--- config.mk ---
export PLATFORM = sky130hd
export DESIGN_NAME = ifpa_pipeline
export DESIGN_NICKNAME = d
export VERILOG_FILES = /design/src/hw/ifpa_pkg.sv /design/src/hw/ifpa_align_fifo.sv /design/src/hw/ifpa_pipeline.sv
export SDC_FILE = /design/constraint.sdc
export NUM_CORES = 1
export LEC_CHECK = 0
export ABC_CLOCK_PERIOD_IN_PS = 13350
export BUFFER_PORTS_ARGS = -buffer_cell sky130_fd_sc_hd__buf_2
export CAP_MARGIN = 10
export CELL_PAD_IN_SITES_DETAIL_PLACEMENT = 1
export CELL_PAD_IN_SITES_GLOBAL_PLACEMENT = 2
export CORE_MARGIN = 3
export CORE_UTILIZATION = 36
export DETAILED_ROUTE_END_ITERATION = 10
export PLACE_DENSITY_LB_ADDON = 0.2
export SLEW_MARGIN = 20
export SYNTH_ARGS = -nofsm -noshare
export SYNTH_HDL_FRONTEND = slang
export SYNTH_HIERARCHICAL = 1
export SYNTH_SLANG_ARGS = --single-unit
--- constraint.sdc ---
create_clock -name core_clk_i -period 13.35 [get_ports core_clk_i]
set_clock_uncertainty 0.2 [all_clocks]
set_input_delay 4.005 -clock core_clk_i [delete_from_list [all_inputs] [get_ports core_clk_i]]
set_output_delay 4.005 -clock core_clk_i [all_outputs]
set_load 0.1 [all_outputs]
--- src/hw/ifpa_pkg.sv ---
// shared constants for the instruction fetch pipeline
package ifpa_pkg;
    localparam int ADDR_W = 24;
    localparam int SHORT_W = 16;
    localparam int FETCH_SHORTS = 3;
    localparam int FETCH_W = 48;
    localparam int ALIGN_DEPTH = 5;
    localparam logic [23:0] RESET_ADDR = 24'h000000;
    localparam logic [23:0] NW_STEP = 24'h000001;
    localparam logic [23:0] SW_STEP = 24'h000003;
    localparam logic RESET_VARIABLE = 1'b0;
    localparam logic [2:0] RESET_COUNT = 3'h0;
    typedef enum logic [1:0] {
        IFPA_SRC_SEQ,
        IFPA_SRC_ADDR_STAGE,
        IFPA_SRC_EXEC_STAGE
    } ifpa_src_e;
endpackage : ifpa_pkg

--- src/hw/ifpa_align_fifo.sv ---
// five short-word alignment fifo feeding the decoder
`timescale 1ns/1ps
module ifpa_align_fifo #(
    parameter int DEPTH = 5,
    parameter int WORD_W = 16
) (
    input wire logic core_clk_i,
    input wire logic reset_n_i,
    input wire logic flush_i,
    input wire logic push_i,
    input wire logic [3*WORD_W-1:0] push_data_i,
    input wire logic [1:0] pop_len_i,
    output logic room_o,
    output logic [2:0] count_o,
    output logic [3*WORD_W-1:0] head_o
);
    logic [WORD_W-1:0] mem [DEPTH];
    logic [2:0] count;
    logic [2:0] kept;
    logic [2:0] pop_n;

    assign pop_n = ({1'b0, pop_len_i} > count) ? count : {1'b0, pop_len_i};
    assign kept = count - pop_n;
    // room only when three more short words fit
    assign room_o = (count <= 3'(DEPTH - 3));
    assign count_o = count;
    always_comb
    begin
        for (int i = 0; i < 3; i++)
        begin
            head_o[(3-i)*WORD_W-1 -: WORD_W] = (3'(i) < count) ? mem[i] : '0;
        end
    end

    // shift left past consumed words, then append fetch
    always_ff @(posedge core_clk_i or negedge reset_n_i)
    begin
        if (!reset_n_i)
        begin
            count <= ifpa_pkg::RESET_COUNT;
            for (int i = 0; i < DEPTH; i++)
            begin
                mem[i] <= '0;
            end
        end
        else if (flush_i)
        begin
            count <= ifpa_pkg::RESET_COUNT;
        end
        else
        begin
            for (int i = 0; i < DEPTH; i++)
            begin
                if (3'(i) < kept)
                begin
                    mem[i] <= mem[3'(i) + pop_n];
                end
                else if (push_i && 3'(i) < kept + 3'd3)
                begin
                    mem[i] <= push_data_i[(3-(i-int'(kept)))*WORD_W-1 -: WORD_W];
                end
            end
            count <= kept + (push_i ? 3'd3 : 3'd0);
        end
    end

    property p_no_overflow;
        @(posedge core_clk_i) disable iff (!reset_n_i)
        count <= 3'(DEPTH);
    endproperty
    a_no_overflow: assert property (p_no_overflow) else $error("alignment fifo overflow");
endmodule : ifpa_align_fifo

--- src/hw/ifpa_pipeline.sv ---
// five-stage fetch pipeline with alignment fifo
// ----------------------------------------
// Functional notes
// - five interlocked stages, hazards stalled in hardware
// - space follows branch target, no mode bit
// - reset starts in fixed-width mode
// - keep fetch, decode and execute addresses
// - all addresses are 24 bits
// - fetch1 selects, drives, checks cache, increments one
// - short-word fetch address advances by three
// - fetch2 takes cache hit or bus data
// - decode controls, premodify, fills cache on miss in fixed-width mode only
// - address stage drives data, forwards jumps
// - execute forwards vector, fixed pc plus one
// - variable pc plus decoded length
// - fifo of five sixteen-bit short words
// - takes 48 bits, one instruction per cycle
// - stall fetch without room for 48
// - drop consumed words, align left
// - append three fetched words behind
// - one instruction per cycle sequential
// ----------------------------------------
`timescale 1ns/1ps
module ifpa_pipeline #(
    parameter int ADDR_W = 24,
    parameter int DEPTH = 5
) (
    input wire logic core_clk_i,
    input wire logic reset_n_i,
    input wire logic jump_valid_i,
    input wire logic [23:0] jump_target_i,
    input wire logic jump_variable_i,
    input wire logic vector_valid_i,
    input wire logic [23:0] vector_addr_i,
    input wire logic cache_hit_i,
    input wire logic [47:0] cache_data_i,
    input wire logic [47:0] mem_data_i,
    input wire logic mem_ready_i,
    input wire logic [1:0] instr_len_i,
    input wire logic hold_i,
    output logic [23:0] mem_addr_o,
    output logic mem_req_o,
    output logic cache_lookup_o,
    output logic cache_fill_o,
    output logic [23:0] cache_fill_addr_o,
    output logic [47:0] cache_fill_data_o,
    output logic [47:0] decode_instr_o,
    output logic decode_valid_o,
    output logic decode_variable_o,
    output logic [23:0] fetch_stage_address_o,
    output logic [23:0] decode_stage_address_o,
    output logic [23:0] pc_o,
    output logic exec_valid_o,
    output logic [1:0] exec_len_o,
    output logic variable_mode_o,
    output logic fetch_stall_o
);
    // ----------------------------------------
    // state
    // ----------------------------------------
    logic variable_mode;
    logic [23:0] fetch_stage_address;
    logic [23:0] f2_addr;
    logic f2_valid;
    logic f2_hit;
    logic [23:0] decode_stage_address;
    logic dec_valid;
    logic [47:0] dec_word;
    logic dec_miss;
    logic [23:0] addr_stage;
    logic addr_valid;
    logic [1:0] addr_len;
    logic [23:0] pc;
    logic exec_valid;
    logic [1:0] exec_len;
    logic redirect;
    logic [23:0] redirect_addr;
    logic redirect_variable;
    logic fifo_room;
    logic [2:0] fifo_count;
    logic [47:0] fifo_head;
    logic fetch_go;
    logic advance;
    logic [1:0] dec_len;
    logic dec_ready;
    ifpa_pkg::ifpa_src_e src;

    function automatic logic [23:0] ifpa_step(input logic var_mode);
        return var_mode ? ifpa_pkg::SW_STEP : ifpa_pkg::NW_STEP;
    endfunction : ifpa_step

    // ----------------------------------------
    // fetch1 source select
    // ----------------------------------------
    // forwarded targets
    // execute vector outranks address stage, being older
    always_comb
    begin
        if (vector_valid_i)
        begin
            src = ifpa_pkg::IFPA_SRC_EXEC_STAGE;
        end
        else if (jump_valid_i)
        begin
            src = ifpa_pkg::IFPA_SRC_ADDR_STAGE;
        end
        else
        begin
            src = ifpa_pkg::IFPA_SRC_SEQ;
        end
    end
    assign redirect = (src != ifpa_pkg::IFPA_SRC_SEQ);
    assign redirect_addr = (src == ifpa_pkg::IFPA_SRC_EXEC_STAGE) ? vector_addr_i : jump_target_i;
    assign redirect_variable = (src == ifpa_pkg::IFPA_SRC_EXEC_STAGE) ? 1'b0 : jump_variable_i;

    // interlock: memory wait or core hold freezes
    assign advance = mem_ready_i && !hold_i;
    // no room for 48 bits stalls fetch
    assign fetch_go = advance && (!variable_mode || fifo_room);
    assign fetch_stall_o = variable_mode && !fifo_room;

    // ----------------------------------------
    // fetch1
    // ----------------------------------------
    // space switch on branch
    always_ff @(posedge core_clk_i or negedge reset_n_i)
    begin
        if (!reset_n_i)
        begin
            variable_mode <= ifpa_pkg::RESET_VARIABLE;
        end
        else if (redirect)
        begin
            variable_mode <= redirect_variable;
        end
    end

    always_ff @(posedge core_clk_i or negedge reset_n_i)
    begin
        if (!reset_n_i)
        begin
            fetch_stage_address <= ifpa_pkg::RESET_ADDR;
        end
        else if (redirect)
        begin
            fetch_stage_address <= redirect_addr;
        end
        else if (fetch_go)
        begin
            fetch_stage_address <= fetch_stage_address + ifpa_step(variable_mode);
        end
    end
    assign mem_addr_o = fetch_stage_address;
    assign mem_req_o = !redirect && !hold_i && (!variable_mode || fifo_room);
    assign cache_lookup_o = mem_req_o;

    // ----------------------------------------
    // fetch2
    // ----------------------------------------
    // redirect kills younger stages
    always_ff @(posedge core_clk_i or negedge reset_n_i)
    begin
        if (!reset_n_i)
        begin
            f2_valid <= 1'b0;
            f2_addr <= ifpa_pkg::RESET_ADDR;
            f2_hit <= 1'b0;
        end
        else if (redirect)
        begin
            f2_valid <= 1'b0;
        end
        else if (advance)
        begin
            f2_valid <= fetch_go;
            f2_addr <= fetch_stage_address;
            f2_hit <= cache_hit_i;
        end
    end

    logic [47:0] f2_word;
    assign f2_word = f2_hit ? cache_data_i : mem_data_i;

    // ----------------------------------------
    // alignment fifo
    // ----------------------------------------
    // alignment storage
    ifpa_align_fifo #(
        .DEPTH(DEPTH),
        .WORD_W(ifpa_pkg::SHORT_W)
    ) u_align (
        .core_clk_i(core_clk_i),
        .reset_n_i(reset_n_i),
        .flush_i(redirect),
        .push_i(f2_valid && advance && variable_mode),
        .push_data_i(f2_word),
        .pop_len_i((advance && dec_ready) ? dec_len : 2'h0),
        .room_o(fifo_room),
        .count_o(fifo_count),
        .head_o(fifo_head)
    );

    // length from decoder, at least one word
    assign dec_len = variable_mode ? ((instr_len_i == 2'h0) ? 2'h1 : instr_len_i) : 2'h1;
    assign dec_ready = variable_mode ? (fifo_count >= {1'b0, dec_len}) : dec_valid;

    // ----------------------------------------
    // decode
    // ----------------------------------------
    // decode register
    always_ff @(posedge core_clk_i or negedge reset_n_i)
    begin
        if (!reset_n_i)
        begin
            dec_valid <= 1'b0;
            dec_word <= '0;
            dec_miss <= 1'b0;
            decode_stage_address <= ifpa_pkg::RESET_ADDR;
        end
        else if (redirect)
        begin
            dec_valid <= 1'b0;
            decode_stage_address <= redirect_addr;
        end
        else if (advance)
        begin
            dec_valid <= f2_valid && !variable_mode;
            dec_word <= f2_word;
            dec_miss <= f2_valid && !f2_hit;
            if (!variable_mode && f2_valid)
            begin
                decode_stage_address <= f2_addr;
            end
            else if (variable_mode && dec_ready)
            begin
                decode_stage_address <= decode_stage_address + 24'(dec_len);
            end
        end
    end
    assign decode_valid_o = variable_mode ? dec_ready : dec_valid;
    assign decode_instr_o = variable_mode ? fifo_head : dec_word;
    assign decode_variable_o = variable_mode;
    assign cache_fill_o = dec_valid && dec_miss;
    assign cache_fill_addr_o = decode_stage_address;
    assign cache_fill_data_o = dec_word;

    // ----------------------------------------
    // address and execute
    // ----------------------------------------
    // pc from stages
    always_ff @(posedge core_clk_i or negedge reset_n_i)
    begin
        if (!reset_n_i)
        begin
            addr_valid <= 1'b0;
            addr_stage <= ifpa_pkg::RESET_ADDR;
            addr_len <= 2'h1;
            exec_valid <= 1'b0;
            exec_len <= 2'h1;
            pc <= ifpa_pkg::RESET_ADDR;
        end
        else if (advance)
        begin
            addr_valid <= decode_valid_o && !redirect;
            addr_stage <= decode_stage_address;
            addr_len <= dec_len;
            exec_valid <= addr_valid && !vector_valid_i;
            exec_len <= addr_len;
            if (addr_valid && !vector_valid_i)
            begin
                pc <= addr_stage;
            end
        end
    end
    assign fetch_stage_address_o = fetch_stage_address;
    assign decode_stage_address_o = decode_stage_address;
    assign pc_o = pc;
    assign exec_valid_o = exec_valid;
    assign exec_len_o = exec_len;
    assign variable_mode_o = variable_mode;

    // ----------------------------------------
    // checks
    // ----------------------------------------
    property p_fixed_step;
        @(posedge core_clk_i) disable iff (!reset_n_i)
        (!redirect && fetch_go && !variable_mode) |=> fetch_stage_address == $past(fetch_stage_address) + 24'h1;
    endproperty
    a_fixed_step: assert property (p_fixed_step) else $error("fixed fetch step wrong");

    property p_var_step;
        @(posedge core_clk_i) disable iff (!reset_n_i)
        (!redirect && fetch_go && variable_mode) |=> fetch_stage_address == $past(fetch_stage_address) + 24'h3;
    endproperty
    a_var_step: assert property (p_var_step) else $error("variable fetch step wrong");

    property p_stall_full;
        @(posedge core_clk_i) disable iff (!reset_n_i)
        (!redirect && variable_mode && !fifo_room) |=> fetch_stage_address == $past(fetch_stage_address);
    endproperty
    a_stall_full: assert property (p_stall_full) else $error("fetch moved while fifo full");

    property p_flush;
        @(posedge core_clk_i) disable iff (!reset_n_i)
        redirect |=> !f2_valid && !dec_valid && fifo_count == 3'h0;
    endproperty
    a_flush: assert property (p_flush) else $error("redirect did not flush");

    property p_vector_fixed;
        @(posedge core_clk_i) disable iff (!reset_n_i)
        vector_valid_i |=> !variable_mode && fetch_stage_address == $past(vector_addr_i);
    endproperty
    a_vector_fixed: assert property (p_vector_fixed) else $error("vector not in fixed mode");

    property p_jump_mode;
        @(posedge core_clk_i) disable iff (!reset_n_i)
        (jump_valid_i && !vector_valid_i) |=> variable_mode == $past(jump_variable_i);
    endproperty
    a_jump_mode: assert property (p_jump_mode) else $error("space not switched");

    property p_fifo_bound;
        @(posedge core_clk_i) disable iff (!reset_n_i)
        fifo_count <= 3'h5;
    endproperty
    a_fifo_bound: assert property (p_fifo_bound) else $error("fifo above five words");

    property p_seq_flow;
        @(posedge core_clk_i) disable iff (!reset_n_i)
        (advance && dec_valid && !variable_mode && !redirect) ##1 (advance && !redirect) |=> exec_valid;
    endproperty
    a_seq_flow: assert property (p_seq_flow) else $error("pipeline lost an instruction");
    c_redirect: cover property (@(posedge core_clk_i) disable iff (!reset_n_i) redirect);
    c_full: cover property (@(posedge core_clk_i) disable iff (!reset_n_i) fetch_stall_o);
    c_var_exec: cover property (@(posedge core_clk_i) disable iff (!reset_n_i) exec_valid && variable_mode);
endmodule : ifpa_pipeline

# Word-level counts from Yosys, hierarchy flattened
# Cells that the tools add are included.
# W data, S select, Z words.
# word_totals
reg_bits	262
inputBits	154
out_inout_bits	226
# op_classes
n_addsub	24
magnitude_cmp	21
n_eq_ne	1
shifts	5
muxes	53
bitwise_logic	6
n_reduce_logical	44
# op_table
operator	n
$mux W16	23
$shiftx A63 B32 Y16	5
$bmux W16 S3	5
$mux W24	7
$sub A32 B2 Y32 const B	5
$sub A3 B28 Y28 const A	5
$mux W48	2
$add A24 B2 Y24	2
$ge A4 B4 Y1 const B	5
$not A3 Y4	5
$logic_and A1 B1 Y1	19
$lt A1 B3 Y1 const A	6
$reduce_and A2 Y1	8
$reduce_bool A2 Y1	8
$lt A2 B3 Y1 const A	5
$mux W2	6
$mux W1	8
$sub A1 B3 Y4 const A	2
$sub A2 B3 Y4 const A	2
$add A2 B3 Y3 const A	2
$logic_not A1 Y1	6
$lt A3 B3 Y1 const A	2
$mux W3	2
$sub A3 B3 Y4 const A	1
other kinds (13)	13

# Depth between registers and ports, before layout
# depth
word_depth	16
mapped_depth	32

# Cells and area by module
# Netlist, hierarchy kept.
# by_module_without_submodules
module	instances	cells_each	area_per_inst_um2
ifpa_pipeline	1	1094	10045.9
ifpa_align_fifo	1	920	7651.1

# Worst setup path before layout
# OpenSTA, ideal clock, no wires.
# synth_timing
kind	input-to-output
from	in vector_valid_i
to	out mem_req_o
arrival_time_ns	7.594
required_ns	9.145
setup_slack_ns	1.551
path_stages	7
n_path_buf	4
path_cell_list	buf_2 > nor2_2 > inv_1 > clkbuf_1 > clkbuf_1 > nor3_1 > buf_4
# synth_via
elab_chain_len	5
# synth_lines
element	line_no	source
start, declared	ifpa_pipeline.sv:33	input wire logic vector_valid_i,
$mux W2	ifpa_pipeline.sv:99	if (vector_valid_i)
$reduce_bool A2 Y1	ifpa_pipeline.sv:112	assign redirect = (src != ifpa_pkg::IFPA_SRC_SEQ);
via redirect	ifpa_pipeline.sv:76	logic redirect;
$logic_not A1 Y1	ifpa_pipeline.sv:154	assign mem_req_o = !redirect && !hold_i && (!variable_mode || fifo_room);
$logic_and A1 B1 Y1 (2 in a row)	ifpa_pipeline.sv:154	
end, declared	ifpa_pipeline.sv:42	output logic mem_req_o,
# The timed path passes the listed nets, and every way through them passes these cells.

# Worst setup path in the final report
# layout_timing
from	in instr_len_i[1]
to	reg u_align/mem[40] in the netlist's numbering
# layout_via
elab_chain_len	16
elab_cells_between_ends	27
classes_between	add/sub: 6; order compare: 4; shift: 1; mux: 10; bitwise: 1; reduce/logical: 5
# layout_lines
element	line_no	source
start, declared	ifpa_pipeline.sv:39	input wire logic [1:0] instr_len_i,
$logic_not A2 Y1 *	ifpa_pipeline.sv:204	assign dec_len = variable_mode ? ((instr_len_i == 2'h0) ? 2'h1 : instr_len_i) : 2'h1;
$mux W2 * (2 in a row)	ifpa_pipeline.sv:204	
via dec_len[0]	ifpa_pipeline.sv:84	logic [1:0] dec_len;
$ge A3 B2 Y1	ifpa_pipeline.sv:205	assign dec_ready = variable_mode ? (fifo_count >= {1'b0, dec_len}) : dec_valid;
$mux W1	ifpa_pipeline.sv:205	
$logic_and A1 B1 Y1	ifpa_pipeline.sv:197	.pop_len_i((advance && dec_ready) ? dec_len : 2'h0),
$mux W2 *	ifpa_pipeline.sv:197	
$gt A2 B3 Y1	ifpa_align_fifo.sv:22	assign pop_n = ({1'b0, pop_len_i} > count) ? count : {1'b0, pop_len_i};
$mux W3 *	ifpa_align_fifo.sv:22	
$sub A3 B3 Y3	ifpa_align_fifo.sv:23	assign kept = count - pop_n;
$sub A2 B3 Y4	ifpa_align_fifo.sv:60	mem[i] <= push_data_i[(3-(i-int'(kept)))*WORD_W-1 -: WORD_W];
$sub A3 B28 Y28	ifpa_align_fifo.sv:60	
$sub A32 B2 Y32	ifpa_align_fifo.sv:60	
$shiftx A63 B32 Y16	ifpa_align_fifo.sv:60	
$mux W16	ifpa_align_fifo.sv:58	else if (push_i && 3'(i) < kept + 3'd3)
$mux W16	ifpa_align_fifo.sv:54	if (3'(i) < kept)
end signal, assigned by index	ifpa_align_fifo.sv:56	mem[i] <= mem[3'(i) + pop_n];
end signal, assigned by index	ifpa_align_fifo.sv:60	
end, declared	ifpa_align_fifo.sv:17	logic [WORD_W-1:0] mem [DEPTH];
# The timed path passes the listed nets; every way through them passes the cells marked *. The select of a mux whose other input is x is not followed.
# A chain may end at the register's enable or synchronous reset.

==> metrics.log <==
INFO  metric start_util = 36.76%
INFO  metric cts.hold.buffers_added = 0
INFO  metric die_area = 51850 sq um
INFO  metric intPower = 1.996 mW
INFO  metric maxSlewViolCount = 0
INFO  metric synthesis.area = between 15000 and 20000 sq um
INFO  metric tns = 0 ns
INFO  metric drtPass1Iterations = 8
INFO  metric insertion_delay = 0.54 ns
INFO  metric groute.usage.overall = roughly a third
INFO  metric main_combinational_cell_family_by_area_after_synthesis = compound AO/OA/AOI/OAI gates
INFO  metric synth_commonest_cells = sky130_fd_sc_hd__nand2_1 (422), sky130_fd_sc_hd__dfrtp_1 (260), sky130_fd_sc_hd__mux2_2 (137)
INFO  metric p_comb_share = a little over two fifths
INFO  metric place.detailed.instances = roughly 2900
INFO  metric avgSynthCellArea = 8.787 sq um
INFO  metric area_growth = 18.77%
INFO  metric first_pass_grt_wire_length = between 100000 and 150000 um
INFO  metric slew_worst_pin = 1.188 ns
INFO  metric viasPerCell = 6.104
INFO  metric tritoncts = yes
INFO  metric placementRows = 80
INFO  metric nets = 2451
INFO  metric path_class = primary input to flop
INFO  metric max_clock_freq = 0.08771 GHz
INFO  metric die_height = between 200 and 250 um
INFO  metric synth_enable_flop_cells = 0
INFO  metric hold_violations = 0
INFO  metric cts.repair.resized = 0
INFO  metric hp-class = flop to flop
INFO  metric io_pins = 380
INFO  metric cp_common_cell = sky130_fd_sc_hd__ha_1
INFO  metric cap_violations = 0
INFO  metric cpLargestDelayFamily = simple AND/OR/NAND/NOR gates
INFO  metric detail_route.wirelength = 84940 um
INFO  metric ys_seq_elements = 262
INFO  metric ys_async_sr_fraction = 100.0%
INFO  metric postSynthCellCount = 2014
INFO  metric timing.hold.worst.start = exec_len_o[0]
INFO  metric synth_sequential_area_ratio = 37.06%
INFO  metric post_synth_mux_area_share = between 10 and 15%
INFO  metric finalHoldWorstSlack = 0.2598 ns
INFO  metric top_cell_type_by_total_area_after_synthesis = sky130_fd_sc_hd__dfrtp_1
INFO  metric clock-sinks = 262
INFO  metric clk_pin_slew = 0.06 ns
INFO  metric static-leakage-power = 9.394 nW
INFO  metric data_arrival_at_the_endpoint_of_the_critical_path = 11.66 ns
INFO  metric grt_start_max_net_pins = 99
INFO  metric p_total = 3.934 mW
INFO  metric status = finished clean
INFO  metric netSwitchingPower = around 1.9 mW
INFO  metric ys_dominant_reg_cell = sky130_fd_sc_hd__dfrtp_1
INFO  metric cts-buffers-inserted = 35
INFO  metric worst_path_largest_cell_delay = slightly above 1 ns
INFO  metric fp.coreArea = around 48000 sq um
INFO  metric critical_path_buf_inv_count = 4
INFO  metric finalSetupViolations = 0
INFO  metric yosys.area.top_type_share = 36.76%
INFO  metric insertedDiodeCount = 0
INFO  metric unrepaired_setup_endpoints_after_global_routing = no
INFO  metric post_synthesis_xor_xnor_area_fraction = 0.6434%
INFO  metric yosys.area_share.simple = between 10% and 20%
INFO  metric cts-htree-levels = 2
INFO  metric yosysMostFrequentCell = sky130_fd_sc_hd__nand2_1
INFO  metric cts_post_setup_buffers_inserted = 0
INFO  metric synth_fp_nets = roughly 2200
INFO  metric port-buffer-count = about 380
INFO  metric place_congestion = 0.9160
INFO  metric complex_gate_fraction_of_the_synthesized_area = 21.86%
INFO  metric power.share.clock = 25.9%
INFO  metric first_global_vias = 18410
INFO  metric slew-limit-headroom = 20.47%
INFO  metric seq_power_share = between 30% and 40%
INFO  metric grt_antenna_before_repair = 2
INFO  metric final.min_clock_period = approximately 11 ns
INFO  metric setup.worst_path.end_class = flop
INFO  metric crit_path_top_delay_cell = sky130_fd_sc_hd__and4b_1
INFO  metric drt_first_iter_violations = 1440
INFO  metric route.detailed.drc = 0
INFO  metric vias = 18010
INFO  metric distinct_cell_type_count_of_the_synthesized_netlist = 88
INFO  metric global_route.overflow_total = 0
INFO  metric powerDensity = roughly 190 nW/um^2
INFO  metric net_switching_fraction_of_the_power = 49.27%
INFO  metric req_time_crit_path = 13.61 ns
INFO  metric cts.root.buffer_cell = sky130_fd_sc_hd__clkbuf_16
INFO  metric power.ir.vdd_worst = 107.4 uV
INFO  metric fp.dieW = 227.7 um
INFO  metric timing.critical_path.fanout_max = 22
INFO  metric yosys_warnings = 6
INFO  metric cp-start-kind = primary input
INFO  metric synthTopCellsByArea = sky130_fd_sc_hd__dfrtp_1 (37%), sky130_fd_sc_hd__nand2_1 (9.0%), sky130_fd_sc_hd__mux2_2 (8.7%)
INFO  metric timing.critical_path.from = instr_len_i[1]
INFO  metric hpwlAfterDp = 59800 um
INFO  metric r2r-start = decode_variable_o
INFO  metric finalNonFillerCells = 2950
INFO  metric post_synth_fa_ha_maj_area_fraction = around 2.0%
INFO  metric final_antenna_net_count = 0
INFO  metric final_min_period_over_clock_period = 85.40%
INFO  metric wl_per_cell = 28.79 um
INFO  metric layout-drive-gt1-share = around 29%
INFO  metric clockBufferDepth = 3
==> cells in the final DEF, fill, tap and decap left out, drive strengths merged, types with 27 or more instances in the layout <==
| master | count |
|---|---|
| mux2i | 100 |
| a22oi | 47 |
| dfrtp | 260 |
| mux2 | 137 |
| o221ai | 36 |
| a21oi | 95 |
| o21ai | 91 |
| nor2b | 60 |
| inv | 33 |
| buf | 419 |
| a31oi | 76 |
| a22o | 27 |
| o22ai | 32 |
| nand2 | 423 |
| clkbuf | 50 |
| nor2 | 74 |
==> final timing paths <==
kind,to,slack [ns],cells after the start
max,u_align/mem[40],1.95,26
min,exec_len_o[0],0.26,2
max reg2reg,u_align/mem[40],4.46,25
min reg2reg,exec_len_o[0],0.26,2
max in group asynchronous,f2_hit,7.32,3
min in group asynchronous,pc_o[20],3.29,1
==> worst min-delay path, cell delays in order, from the launching register on <==
cell,delay (ns)
sky130_fd_sc_hd__dfstp_2,0.37
sky130_fd_sc_hd__nand2_1,0.05
sky130_fd_sc_hd__nand2_1,0.05
==> power by group through the flow <==
stage	Sequential, mW	Clock [mW]	Combinational (mW)
after global placement	1.26	0	1.63
after global routing	1.28	1.07	1.74
after detailed placement	1.26	0	1.65
after floorplan	1.54	0	0.922
final	1.26	1.02	1.66
after CTS	1.25	1.04	1.66
==> state kept, by name, summed over array words and instances (netlist names) <==
register / count
addr_stage: 24
decode_variable_o: 1
addr_len: 2
u_align/count_o: 3
fetch_stage_address_o: 24
pc_o: 24
exec_len_o: 2
exec_valid_o: 1
f2_addr: 24
f2_valid: 1
dec_miss: 1
cache_fill_data_o: 48
u_align/mem: 80
addr_valid: 1
dec_valid: 1
cache_fill_addr_o: 24
f2_hit: 1
==> per-layer routing <==
layer	vias up	part of all wire (%)	global-route usage (%)
met2	824	48	52.85
met3	184	6.8	4.853
li1	7819	-	-
met1	9179	41	40.33
met5	-	0	0
met4	0	4.4	13.48
==> kinds of logic after synthesis <==
group	after synthesis
and+or+nand+nor	684
AOI/OAI and AO/OA	557
DFF	262
muxes	237
buffers and inverters	234
adders and majority gates	27
xor gates and xnor gates	13
==> through the flow <==
stage	area [sq um]	util, %	setup WS, ns
finish	21020	43.66	1.949
global placement	19790	41.11	1.926
global route	21020	43.66	1.422
CTS	21020	43.66	2.137
floorplan	17700	-	1.551
detailed placement	19800	41.12	1.574
==> cell type report <==
type,instances,area [sq um]
tap,656,820.8
timing repair buffer,419,2207
clock inverter,11,157.7
inverter,34,127.6
sequential,262,6561
clock buffer,50,1065
multi-input combinational,1518,10080
fill,5672,27130
No activity file was read; power rests on OpenSTA's default activity.
